$ cat config.mk
export PLATFORM = sky130hd
export DESIGN_NAME = lic_line_interface_control
export DESIGN_NICKNAME = d
export VERILOG_FILES = /design/src/lic_pkg.sv /design/src/lic_spi_port.sv /design/src/lic_line_interface_control.sv
export SDC_FILE = /design/constraint.sdc
export NUM_CORES = 1
export LEC_CHECK = 0
export ABC_CLOCK_PERIOD_IN_PS = 5300
export BUFFER_PORTS_ARGS = -buffer_cell sky130_fd_sc_hd__buf_2
export CORE_MARGIN = 10
export CORE_UTILIZATION = 50
export DETAILED_ROUTE_END_ITERATION = 8
export GPL_TIMING_DRIVEN = 0
export PLACE_DENSITY = 0.64
export SYNTH_ARGS = -nofsm -noshare
export SYNTH_HDL_FRONTEND = slang
export SYNTH_SLANG_ARGS = --single-unit
$ cat constraint.sdc
create_clock -name clk -period 5.3 [get_ports clk]
set_input_delay 0.265 -clock clk [delete_from_list [all_inputs] [get_ports clk]]
set_output_delay 0.265 -clock clk [all_outputs]
set_load 0.005 [all_outputs]
$ cat src/lic_pkg.sv
// Constants and carrier types for the line interface control registers
package lic_pkg;

    // ========================================================================
    // Register offsets
    localparam logic [7:0] ADDR_HOOK_RING   = 8'h05;   // Ring flags, monitor, hook
    localparam logic [7:0] ADDR_POWER       = 8'h06;   // Line and system power-down
    localparam logic [7:0] ADDR_RATE        = 8'h07;   // Sample rate select
    localparam logic [7:0] ADDR_RSVD_A      = 8'h08;   // Reserved, reads zero
    localparam logic [7:0] ADDR_RSVD_B      = 8'h09;   // Reserved, reads zero
    localparam logic [7:0] ADDR_LOOPBACK    = 8'h0A;   // Digital loopback

    // ========================================================================
    // Field positions
    localparam int BIT_RING_NEG     = 6;   // Negative ring flag
    localparam int BIT_RING_POS     = 5;   // Positive ring flag
    localparam int BIT_MONITOR      = 3;   // On-hook line monitor
    localparam int BIT_RING_IND     = 2;   // Ring indicator
    localparam int BIT_OFF_HOOK     = 0;   // Hook switch
    localparam int BIT_LINE_PD      = 4;   // Line-side power-down
    localparam int BIT_SYS_PD       = 3;   // System-side power-down
    localparam int BIT_DOUBLE_RATE  = 3;   // 16 kHz sampling select
    localparam int BIT_LOOPBACK     = 0;   // Receive-to-transmit loopback

    // ========================================================================
    // Reset values
    localparam logic [7:0] HOOK_RING_RESET = 8'h00;   // Hook register controls
    localparam logic [7:0] POWER_RESET     = 8'h10;   // Line side starts powered down
    localparam logic [7:0] RATE_RESET      = 8'h00;   // 8 kHz sampling
    localparam logic [7:0] LOOPBACK_RESET  = 8'h00;   // Loopback off

    // ========================================================================
    // Timing
    localparam longint CLK_HZ          = 200_000_000;  // Core clock rate
    localparam longint RING_HOLD_S     = 5;            // Ring indicator hold, seconds
    localparam int     RING_TIMER_W    = 30;           // Wide enough for the hold count
    localparam logic [RING_TIMER_W-1:0] RING_HOLD_COUNT =
        RING_TIMER_W'(RING_HOLD_S * CLK_HZ);           // Longest time, rounded down

    // ========================================================================
    // Serial control port framing: control byte, address byte, data byte
    localparam logic [4:0] SPI_ADDR_DONE  = 5'h10;     // Bits after address byte
    localparam logic [4:0] SPI_FRAME_DONE = 5'h18;     // Bits after data byte
    localparam int         SPI_READ_BIT   = 5;         // Read flag in control byte

    // ========================================================================
    // Register request from the serial port
    typedef struct packed
    {
        logic       valid;   // One-cycle write strobe
        logic [7:0] addr;    // Register address, held for reads
        logic [7:0] data;    // Write data
    } lic_req_t;

endpackage : lic_pkg

$ cat src/lic_spi_port.sv
// Serial control port slave that turns frames into register requests
`timescale 1ns/10ps

module lic_spi_port
(
    input  wire logic              clk,      // Core clock
    input  wire logic              rst,      // Asynchronous reset, active high
    input  wire logic              sclk,     // Serial clock pin
    input  wire logic              csN,      // Chip select pin, active low
    input  wire logic              sdi,      // Serial data in pin
    output logic                   sdoOut,   // Serial data out level
    output logic                   sdoOeN,   // Serial data out enable, active low
    output lic_pkg::lic_req_t      req,      // Request toward the register bank
    input  wire logic [7:0]        rdData    // Read data for req.addr
);
    import lic_pkg::*;

    // ========================================================================
    // State
    typedef struct packed
    {
        logic       sclkS1;    // Synchroniser stages
        logic       sclkS2;
        logic       sclkS3;    // Edge detect history
        logic       csS1;
        logic       csS2;
        logic       sdiS1;
        logic       sdiS2;
        logic [23:0] shift;    // Incoming frame
        logic [4:0] count;     // Bits taken this frame
        logic       isRead;    // Frame is a read
        logic       loadPend;  // Read data to be loaded
        logic [7:0] txShift;   // Outgoing read data
        logic       sdo;
        logic       oeN;
        lic_req_t   req;
    } lic_spi_state_t;

    lic_spi_state_t s_reg;   // Registered state
    lic_spi_state_t s_next;  // Next state

    // ========================================================================
    // Next state
    always_comb
    begin
        logic [23:0] newShift;
        logic [4:0]  newCount;
        logic        rise;
        logic        fall;
        newShift = {s_reg.shift[22:0], s_reg.sdiS2};
        newCount = s_reg.count + 5'h01;
        rise     = s_reg.sclkS2 & ~s_reg.sclkS3;
        fall     = ~s_reg.sclkS2 & s_reg.sclkS3;
        s_next   = s_reg;
        s_next.req.valid = 1'b0;
        // Pins pass two stages before use
        s_next.sclkS1 = sclk;
        s_next.sclkS2 = s_reg.sclkS1;
        s_next.sclkS3 = s_reg.sclkS2;
        s_next.csS1   = csN;
        s_next.csS2   = s_reg.csS1;
        s_next.sdiS1  = sdi;
        s_next.sdiS2  = s_reg.sdiS1;
        if (s_reg.csS2)
        begin
            // Deselected: frame aborts, output released
            s_next.count    = 5'h00;
            s_next.oeN      = 1'b1;
            s_next.loadPend = 1'b0;
            s_next.isRead   = 1'b0;
        end
        else
        begin
            // Data taken on rising serial clock
            if (rise && s_reg.count != SPI_FRAME_DONE)
            begin
                s_next.shift = newShift;
                s_next.count = newCount;
                if (newCount == SPI_ADDR_DONE)
                begin
                    s_next.req.addr = newShift[7:0];
                    s_next.isRead   = newShift[8 + SPI_READ_BIT];
                    s_next.loadPend = newShift[8 + SPI_READ_BIT];
                end
                if (newCount == SPI_FRAME_DONE && !s_reg.isRead)
                begin
                    s_next.req.valid = 1'b1;
                    s_next.req.data  = newShift[7:0];
                end
            end
            // Address is stable one cycle before read data is captured
            if (s_reg.loadPend)
            begin
                s_next.txShift  = rdData;
                s_next.loadPend = 1'b0;
            end
            // Read data changes on falling serial clock
            if (fall && s_reg.isRead && s_reg.count >= SPI_ADDR_DONE
                && s_reg.count < SPI_FRAME_DONE)
            begin
                s_next.sdo     = s_reg.txShift[7];
                s_next.txShift = {s_reg.txShift[6:0], 1'b0};
                s_next.oeN     = 1'b0;
            end
        end
    end

    // ========================================================================
    // State register
    always_ff @(posedge clk or posedge rst)
    begin
        if (rst)
        begin
            s_reg     <= '0;
            s_reg.csS1 <= 1'b1;
            s_reg.csS2 <= 1'b1;
            s_reg.oeN <= 1'b1;
        end
        else
        begin
            s_reg <= s_next;
        end
    end

    assign sdoOut = s_reg.sdo;
    assign sdoOeN = s_reg.oeN;
    assign req    = s_reg.req;

endmodule : lic_spi_port

$ cat src/lic_line_interface_control.sv
// Hook, ring, power-down, sample rate and loopback control registers
`timescale 1ns/10ps

module lic_line_interface_control
#(
    parameter logic [lic_pkg::RING_TIMER_W-1:0] RING_HOLD_CYCLES = lic_pkg::RING_HOLD_COUNT
)
(
    input  wire logic   clk,                 // Core clock, 200 MHz
    input  wire logic   rst,                 // Asynchronous reset, active high
    input  wire logic   sclk,                // Serial control clock pin
    input  wire logic   csN,                 // Serial control select, active low
    input  wire logic   sdi,                 // Serial control data in
    output logic        sdoOut,              // Serial control data out
    output logic        sdoOeN,              // Data out enable, active low
    input  wire logic   ringPosPin,          // Positive ring present, from line side
    input  wire logic   ringNegPin,          // Negative ring present, from line side
    input  wire logic   fullWaveRingEnable,  // Full-wave ring select, same clock
    input  wire logic   serialReceivePin,    // Highway receive pin
    input  wire logic   codecTxData,         // Normal transmit data, same clock
    output logic        serialTransmitPin,   // Highway transmit pin
    output logic        offHook,             // Line side off-hook command
    output logic        onHookLineMonitor,   // Low-power on-hook monitoring
    output logic        lineSidePowerdown,   // Line side low-power mode
    output logic        systemSidePowerdown, // System side powered down
    output logic        doubleRateSampling,  // 16 kHz codec sampling
    output logic        ringIndicator        // Ring in progress
);
    import lic_pkg::*;

    // ========================================================================
    // State
    typedef struct packed
    {
        logic ringPosS1;        // Synchroniser stages
        logic ringPosS2;
        logic ringNegS1;
        logic ringNegS2;
        logic rxS1;
        logic rxS2;
        logic offHook;
        logic monitor;
        logic linePd;
        logic sysPd;
        logic doubleRate;
        logic loopback;
        logic ringInd;
        logic [RING_TIMER_W-1:0] ringTimer;  // Cycles left before indicator drops
        logic txPin;
    } lic_ctrl_state_t;

    lic_ctrl_state_t s_reg;   // Registered state
    lic_ctrl_state_t s_next;  // Next state
    lic_req_t        req;     // Request from the serial port
    logic [7:0]      rdData;  // Read data for req.addr

    // ========================================================================
    // Register readback; unmapped and reserved read zero
    function automatic logic [7:0] reg_read(input lic_ctrl_state_t st, input logic [7:0] a);
        logic [7:0] v;
        v = 8'h00;
        unique case (a)
            ADDR_HOOK_RING:
            begin
                v[BIT_RING_NEG] = st.ringNegS2;
                v[BIT_RING_POS] = st.ringPosS2;
                v[BIT_MONITOR]  = st.monitor;
                v[BIT_RING_IND] = st.ringInd;
                v[BIT_OFF_HOOK] = st.offHook;
            end
            ADDR_POWER:
            begin
                v[BIT_LINE_PD] = st.linePd;
                v[BIT_SYS_PD]  = st.sysPd;
            end
            ADDR_RATE:
            begin
                v[BIT_DOUBLE_RATE] = st.doubleRate;
            end
            ADDR_LOOPBACK:
            begin
                v[BIT_LOOPBACK] = st.loopback;
            end
            default:
            begin
                v = 8'h00;
            end
        endcase
        return v;
    endfunction : reg_read

    assign rdData = reg_read(s_reg, req.addr);

    // ========================================================================
    // Serial control port
    lic_spi_port u_port
    (
        .clk    (clk),
        .rst    (rst),
        .sclk   (sclk),
        .csN    (csN),
        .sdi    (sdi),
        .sdoOut (sdoOut),
        .sdoOeN (sdoOeN),
        .req    (req),
        .rdData (rdData)
    );

    // ========================================================================
    // Next state
    always_comb
    begin
        logic ringSet;
        logic hookRise;
        ringSet  = 1'b0;
        hookRise = 1'b0;
        s_next   = s_reg;
        // Line side and highway pins are asynchronous
        s_next.ringPosS1 = ringPosPin;
        s_next.ringPosS2 = s_reg.ringPosS1;
        s_next.ringNegS1 = ringNegPin;
        s_next.ringNegS2 = s_reg.ringNegS1;
        s_next.rxS1      = serialReceivePin;
        s_next.rxS2      = s_reg.rxS1;

        // Register writes; reserved bits and registers are dropped
        if (req.valid)
        begin
            unique case (req.addr)
                ADDR_HOOK_RING:
                begin
                    s_next.monitor = req.data[BIT_MONITOR];
                    s_next.offHook = req.data[BIT_OFF_HOOK];
                    hookRise       = req.data[BIT_OFF_HOOK] & ~s_reg.offHook;
                end
                ADDR_POWER:
                begin
                    s_next.linePd = req.data[BIT_LINE_PD];
                    // Sticky: a written zero does not wake the system side
                    if (req.data[BIT_SYS_PD])
                    begin
                        s_next.sysPd = 1'b1;
                    end
                end
                ADDR_RATE:
                begin
                    s_next.doubleRate = req.data[BIT_DOUBLE_RATE];
                end
                ADDR_LOOPBACK:
                begin
                    s_next.loopback = req.data[BIT_LOOPBACK];
                end
                default:
                begin
                    s_next.loopback = s_reg.loopback;
                end
            endcase
        end

        // Ring indicator: polarity qualified by full-wave select
        ringSet = s_reg.ringPosS2 | (fullWaveRingEnable & s_reg.ringNegS2);
        if (hookRise)
        begin
            // Going off-hook drops the indicator at once
            s_next.ringInd   = 1'b0;
            s_next.ringTimer = '0;
        end
        else if (ringSet)
        begin
            // Every ring restarts the hold window
            s_next.ringInd   = 1'b1;
            s_next.ringTimer = RING_HOLD_CYCLES;
        end
        else if (s_reg.ringInd)
        begin
            if (s_reg.ringTimer <= RING_TIMER_W'(1))
            begin
                s_next.ringInd   = 1'b0;
                s_next.ringTimer = '0;
            end
            else
            begin
                s_next.ringTimer = s_reg.ringTimer - RING_TIMER_W'(1);
            end
        end

        // Loopback bypasses the filters; the frame slotting stays with the
        // highway logic, which keeps 8 kHz frames in double-rate mode
        s_next.txPin = s_reg.loopback ? s_reg.rxS2 : codecTxData;
    end

    // ========================================================================
    // State register
    always_ff @(posedge clk or posedge rst)
    begin
        if (rst)
        begin
            s_reg            <= '0;
            s_reg.offHook    <= HOOK_RING_RESET[BIT_OFF_HOOK];
            s_reg.monitor    <= HOOK_RING_RESET[BIT_MONITOR];
            s_reg.linePd     <= POWER_RESET[BIT_LINE_PD];
            s_reg.sysPd      <= POWER_RESET[BIT_SYS_PD];
            s_reg.doubleRate <= RATE_RESET[BIT_DOUBLE_RATE];
            s_reg.loopback   <= LOOPBACK_RESET[BIT_LOOPBACK];
        end
        else
        begin
            s_reg <= s_next;
        end
    end

    // ========================================================================
    // Outputs, all from flip-flops
    assign serialTransmitPin   = s_reg.txPin;
    assign offHook             = s_reg.offHook;
    assign onHookLineMonitor   = s_reg.monitor;
    assign lineSidePowerdown   = s_reg.linePd;
    assign systemSidePowerdown = s_reg.sysPd;
    assign doubleRateSampling  = s_reg.doubleRate;
    assign ringIndicator       = s_reg.ringInd;

endmodule : lic_line_interface_control

==> results of run 1 <==
stage by stage:
stage | utilization, % | hold slack, ps | worst slack [ps] | instances | cell area (µm²)
finish | 58.5 | 143 | 2590 | 530 | 4880
global route | 58.5 | 134 | 2420 | 530 | 4880
detailed placement | 55.1 | 336 | 2670 | 507 | 4590
CTS | 58.3 | 3.84 | 2640 | 528 | 4860
global placement | 54.7 | 331 | 1500 | 506 | 4560
floorplan | - | 269 | 2620 | 383 | 4340
where the power goes:
group / switching (µW) / internal (µW)
sequential: 42.0 / 757
combinational: 75.2 / 71.8
clock: 256 / 269
total: 373 / 1100
synthesized netlist by cell type, types with 3 or more instances:
cell	instances
a21o_1	4
and3_1	4
dfrtp_1	89
a211o_1	7
or3_1	8
nand2_1	26
inv_1	6
mux2_2	31
o31ai_1	9
ha_1	5
o21ai_0	13
clkbuf_1	10
and3b_1	4
a22oi_1	5
nor2_1	33
a22o_1	3
buf_2	4
dfstp_2	4
xnor2_1	16
a21oi_1	10
and2_1	3
or4_1	5
o41ai_1	3
nor3_1	11
nor4_1	16
nand3_1	11
nor4b_1	5
layout make-up:
cell class / instances / area (µm²)
fillers: 702 / 3460
flip-flops and latches: 93 / 2330
multi-input cells: 269 / 1920
repair buffers: 26 / 188
well taps: 105 / 131
clock buffers: 10 / 128
clock inverters: 6 / 92.6
plain buffers: 15 / 68.8
inverters: 6 / 25.0
metal layers:
layer	track usage, %	vias up	routed length, µm
met5	0	-	0
met4	3.55	0	87
met3	4.07	10	369
met2	20.7	48	3860
met1	21.3	1528	4680
li1	-	1496	-
cell families (layout without fill, tap and decap cells):
logic type	Yosys count	count (layout)
flip-flops	93	93
multiplexers	32	32
XOR/XNOR	18	18
AND/OR/NAND/NOR	147	147
buffers and inverters	21	63
adder cells (fa/ha/maj)	5	5
AO/OA/AOI/OAI	67	67
how the worst min path moves through the flow:
stage / start / to / slack (ps) / depth (start not counted)
after floorplan: csN / u_port.s_next[60] / 270 / 0
after global placement: s_next[38] / s_reg[38] / 330 / 0
after detailed placement: u_port.s_next[63] / u_port.s_next[62] / 340 / 0
after CTS: sclk / u_port.s_next[63] / 4 / 1
after global routing: codecTxData / serialTransmitPin / 130 / 2
final: codecTxData / serialTransmitPin / 140 / 2
==> qor.yml, run 1 <==
layout:
  largest_reg_flops: 34
  final_common_cell: "dfrtp_1"
  fin_nets: 435
  final_cell_mix: "89 x dfrtp_1, 33 x nor2_1, 31 x mux2_2"
  final_layout_size_suffix_gt1_share_pct: 21.2
  area_growth_pct: 12.5
  diodes: 0
setup_path:
  crit_path_end_kind: "flop"
  required_ps: 5590
  r2r_end: "s_reg[27]"
  cp_top_family: "simple AND/OR/NAND/NOR gates"
  reg2reg_from: "s_reg[1]"
  path_cells: "inv_1 > ha_1 > or3b_1 > clkbuf_1 > nor4_1 > nand2_1 > or4_1 > a21oi_1"
  crit_cells: 8
  critPathBufInv: 2
  criticalPathCategory: "reg2reg"
  cp_max_fo: 8
  slowest_delay_ps: 520
  cp.arrival_ps: 3000
  cp_slowest_cell: "nor4_1"
  r2r_cells: 8
  crit_end: "s_reg[27]"
  startpoint: "s_reg[1]"
  crit_path_start_kind: "flop"
  r2r_slack_ps: 2590
global_routing:
  first_global_vias: 3061
  grt_overflow: 0
  antenna_found_initial: 0
  grt_usage_pct: 14.6
  grt_max_degree: 52
  grt_pass1_wl_mm: 15.5
logic_synthesis:
  synth_top_family_by_area: "simple AND/OR/NAND/NOR gates"
  synth-seq-cells: 93
  yosys_warnings: 0
  syn_avg_cell_area_um2: 11.3
  async_reset_ff_share_pct: 100
  synth-simple-area-share_pct: 19.7
  yosysTopAreaCell: "dfrtp_1"
  synth-xor-area-share_pct: 3.63
  synth_fp_nets: 398
  ys_types: 56
  syn_inst: 383
  synth-compound-area-share_pct: 11.1
  synthAdderAreaFrac_pct: 1.44
  synthMuxAreaShare_pct: 8.27
  synth_flop_cell: "dfrtp_1"
  synth.area.top_cells: "dfrtp_1 51%, mux2_2 8.0%, xnor2_1 3.2%, nor2_1 2.9%, dfstp_2 2.4%"
  synth_edf_count: 0
  yosysTopAreaCellShare_pct: 51.3
  syn-cell-area_um2: 4340
  ys_seq_area_share_pct: 53.7
die:
  initial_core_util_pct: 52.0
  io_pins: 19
  design.core.area_um2: 8340
  row_count: 33
  die_area_um2: 12800
  chipHeight_um: 113
  die_w_um: 113
clock_tree:
  cts_root_buffer: "clkbuf_8"
  post-cts-setup-buffers: 0
  ctsResizeCount: 0
  insertion_delay_ps: 360
  cts_made_buffers: 9
  cts_buffer_depth: 2
  hold_buffers: 5
  cts_tree: "yes"
  path_clk_slew_ps: 100
  clock_sinks: 93
  htree_levels: 3
detailed_routing:
  vias_per_cell: 5.82
  vias: 3082
  totalWireLength_mm: 9.00
  drc: 0
  routedWlPerCell_um: 17.0
  drtIter0Drc: 148
  dr.pass1.iters: 4
  detail-route-antenna-nets: 0
sta:
  fin_crit_sh_pct: 51.1
  clock_skew_ps: 12.3
  worstMarginPinSlew_ps: 961
  rsz0062_at_grt: "false"
  min_period_ps: 2710
  tns_ps: 0
  hold_viol_final: 0
  relSlewSlack_pct: 35.9
  clock.fmax_mhz: 369
  setup_viol: 0
  slew_viol_final: 0
power_and_ir_drop:
  power_density_nw_per_um2: 302
  power_leakage_uw: 0.00201
  total_power_uw: 1470
  ir_drop_mv: 0.194
place:
  gp_congestion: 0.841
  place_hpwl_mm: 6.21
  port_buffers: 18
worst_hold_path:
  hold_path_class: "in2reg"
flow_run:
  maxCapViolCount: 0
status:
  status: "finished clean"
Note: power is estimated with default switching activity, not from simulation.
==> run 2, diff against run 1 <==
--- a/config.mk
+++ b/config.mk
@@ -5,13 +5,13 @@
 export SDC_FILE = /design/constraint.sdc
 export NUM_CORES = 1
 export LEC_CHECK = 0
-export ABC_CLOCK_PERIOD_IN_PS = 5300
+export ABC_CLOCK_PERIOD_IN_PS = 2400
 export BUFFER_PORTS_ARGS = -buffer_cell sky130_fd_sc_hd__buf_2
 export CORE_MARGIN = 10
 export CORE_UTILIZATION = 50
 export DETAILED_ROUTE_END_ITERATION = 8
 export GPL_TIMING_DRIVEN = 0
-export PLACE_DENSITY = 0.64
+export PLACE_DENSITY = 0.66
 export SYNTH_ARGS = -nofsm -noshare
 export SYNTH_HDL_FRONTEND = slang
 export SYNTH_SLANG_ARGS = --single-unit
==> constraint.sdc (replaced) <==
create_clock -name clk -period 2.4 [get_ports clk]
set_input_delay 0.12 -clock clk [delete_from_list [all_inputs] [get_ports clk]]
set_output_delay 0.12 -clock clk [all_outputs]
set_load 0.005 [all_outputs]
==> run 2 against run 1 <==
Net effect: critical path depth down 2; clock power grew 96%; non-clock buffer count increased by 8; first-iteration DRC count increased by 30%; maximum frequency grew 16%; flip-flop and latch count is the same; sequential share of layout area down 1.7 points; clock-buffer cell count down 1; cell count rose by 1.5%; clock skew shrank 2.1 ps; via count increased by 4.3%; critical endpoint is now s_reg[21].
==> qor.yml, run 2 (synthesis gave the netlist of run 1 again) <==
place:
  gp_congestion: 0.861
  port_buffers: 18
  post_dp_cell_area_um2: 4610
  dp_slack_ps: -202
  place_hpwl_mm: 6.32
clock_tree:
  htree_levels: 3
  insertion_delay_ps: 370
  cts_made_buffers: 9
  clock_sinks: 93
  cts_tree: "yes"
  path_clk_slew_ps: 100
  cts_buffer_depth: 2
  cts_root_buffer: "clkbuf_8"
setup_path:
  crit_path_start_kind: "flop"
  r2r_cells: 6
  criticalPathCategory: "reg2reg"
  crit_path_end_kind: "flop"
  required_ps: 2660
  cp.arrival_ps: 2580
  cp_max_fo: 7
sta:
  fin_crit_sh_pct: 96.9
  setup_viol: 0
  holdWs_ps: 249
  worstMarginPinSlew_ps: 921
  clock_skew_ps: 10.2
  relSlewSlack_pct: 38.6
  slew_viol_final: 0
  setup_slack_ps: 73.7
  tns_ps: 0
  hold_viol_final: 0
  clock.fmax_mhz: 430
  rsz0062_at_grt: "false"
  min_period_ps: 2330
detailed_routing:
  totalWireLength_mm: 9.27
  dr.pass1.iters: 4
  detail-route-antenna-nets: 0
  drtIter0Drc: 193
  drc: 0
  routedWlPerCell_um: 17.2
  vias: 3216
  vias_per_cell: 5.98
die:
  row_count: 33
  design.core.area_um2: 8340
  chipHeight_um: 113
  die_area_um2: 12800
  initial_core_util_pct: 52.0
  io_pins: 19
  die_w_um: 113
layout:
  design_area_um2: 5060
  fill_cells: 701
  largest_reg_flops: 34
  final_cell_mix: "88 x dfrtp_1, 32 x nor2_1, 31 x mux2_2"
  final_layout_size_suffix_gt1_share_pct: 27.7
  fin_nets: 443
  diodes: 0
  area_growth_pct: 16.6
  final_core_util_pct: 60.7
  final_common_cell: "dfrtp_1"
worst_hold_path:
  hold_path_class: "in2reg"
  whs_path_depth: 4
global_routing:
  grt_pass1_wl_mm: 15.8
  grt_overflow: 0
  grt_max_degree: 38
  antenna_found_initial: 0
  grt_usage_pct: 14.8
  first_global_vias: 3122
power_and_ir_drop:
  power_leakage_uw: 0.00207
  ir_drop_mv: 0.460
  power_density_nw_per_um2: 627
flow_run:
  maxCapViolCount: 0
status:
  status: "finished clean"
## run 2: changes by cell type in the layout (fill, tap and decap cells not counted), sizes merged
cell	before	now
bufinv	2	0
clkinv	0	1
inv	8	10
clkbuf	20	17
buf	24	33
dlygate4sd3	7	8
## run 2: worst paths after layout
path	from	endpoint	slack, ps
setup / recovery	s_reg[12]	s_reg[21]	70
hold / removal	fullWaveRingEnable	ringIndicator	250
setup reg to reg	s_reg[12]	s_reg[21]	70
hold reg to reg	u_port.s_next[58]	u_port.s_reg[58]	350
max in group asynchronous	rst	lineSidePowerdown	1170
min in group asynchronous	rst	s_reg[27]	370
## run 2: critical path, cell delays in order, from the launching register on
cell	delay (ps)
dfrtp_1	460
or4_4	550
or4_4	490
buf_6	160
nor4_4	150
o31ai_2	90
a211o_1	300
## run 2: what timing repair did
action,4_1_cts,5_1_grt
cloned,0,0
hold buffers,8,0
buffers inserted,5,3
gates resized for setup,8,21
endpoints found under the hold margin,33,0
pin swaps,2,1
setup endpoints to repair,44,31
## run 2: layout make-up
type | count | area, µm² | area share [%]
Sequential cell | 93 | 2330 | 46.1
Multi-Input combinational cell | 269 | 2050 | 40.5
Timing Repair Buffer | 36 | 270 | 5.34
Tap cell | 105 | 131 | 2.60
Clock buffer | 9 | 124 | 2.45
Buffer | 13 | 65.1 | 1.29
Clock inverter | 7 | 63.8 | 1.26
Inverter | 6 | 26.3 | 0.519
## run 2: per-stage QoR
step / power [µW] / instances
floorplan: 2020 / 383
global placement: 2090 / 506
detailed placement: 2110 / 508
CTS: 3160 / 535
global route: 3320 / 538
finish: 3170 / 538
## run 2: where the power goes
| part | switching [µW] | internal [µW] | total, µW | leakage (µW) |
|---|---|---|---|---|
| Clock | 621 | 404 | 1030 | 0.0000960 |
| Sequential | 99.4 | 1670 | 1770 | 0.00116 |
| Combinational | 179 | 198 | 377 | 0.000812 |
## run 2: per-layer routing
layer / vias up / wire length, µm / track usage (%) / share of wire [%]
met2: 79 / 4140 / 21.0 / 45
met5: - / 0 / 0 / 0
met1: 1614 / 4570 / 21.7 / 49
met4: 0 / 106 / 4.31 / 1.1
met3: 10 / 456 / 3.70 / 4.9
li1: 1513 / - / - / -
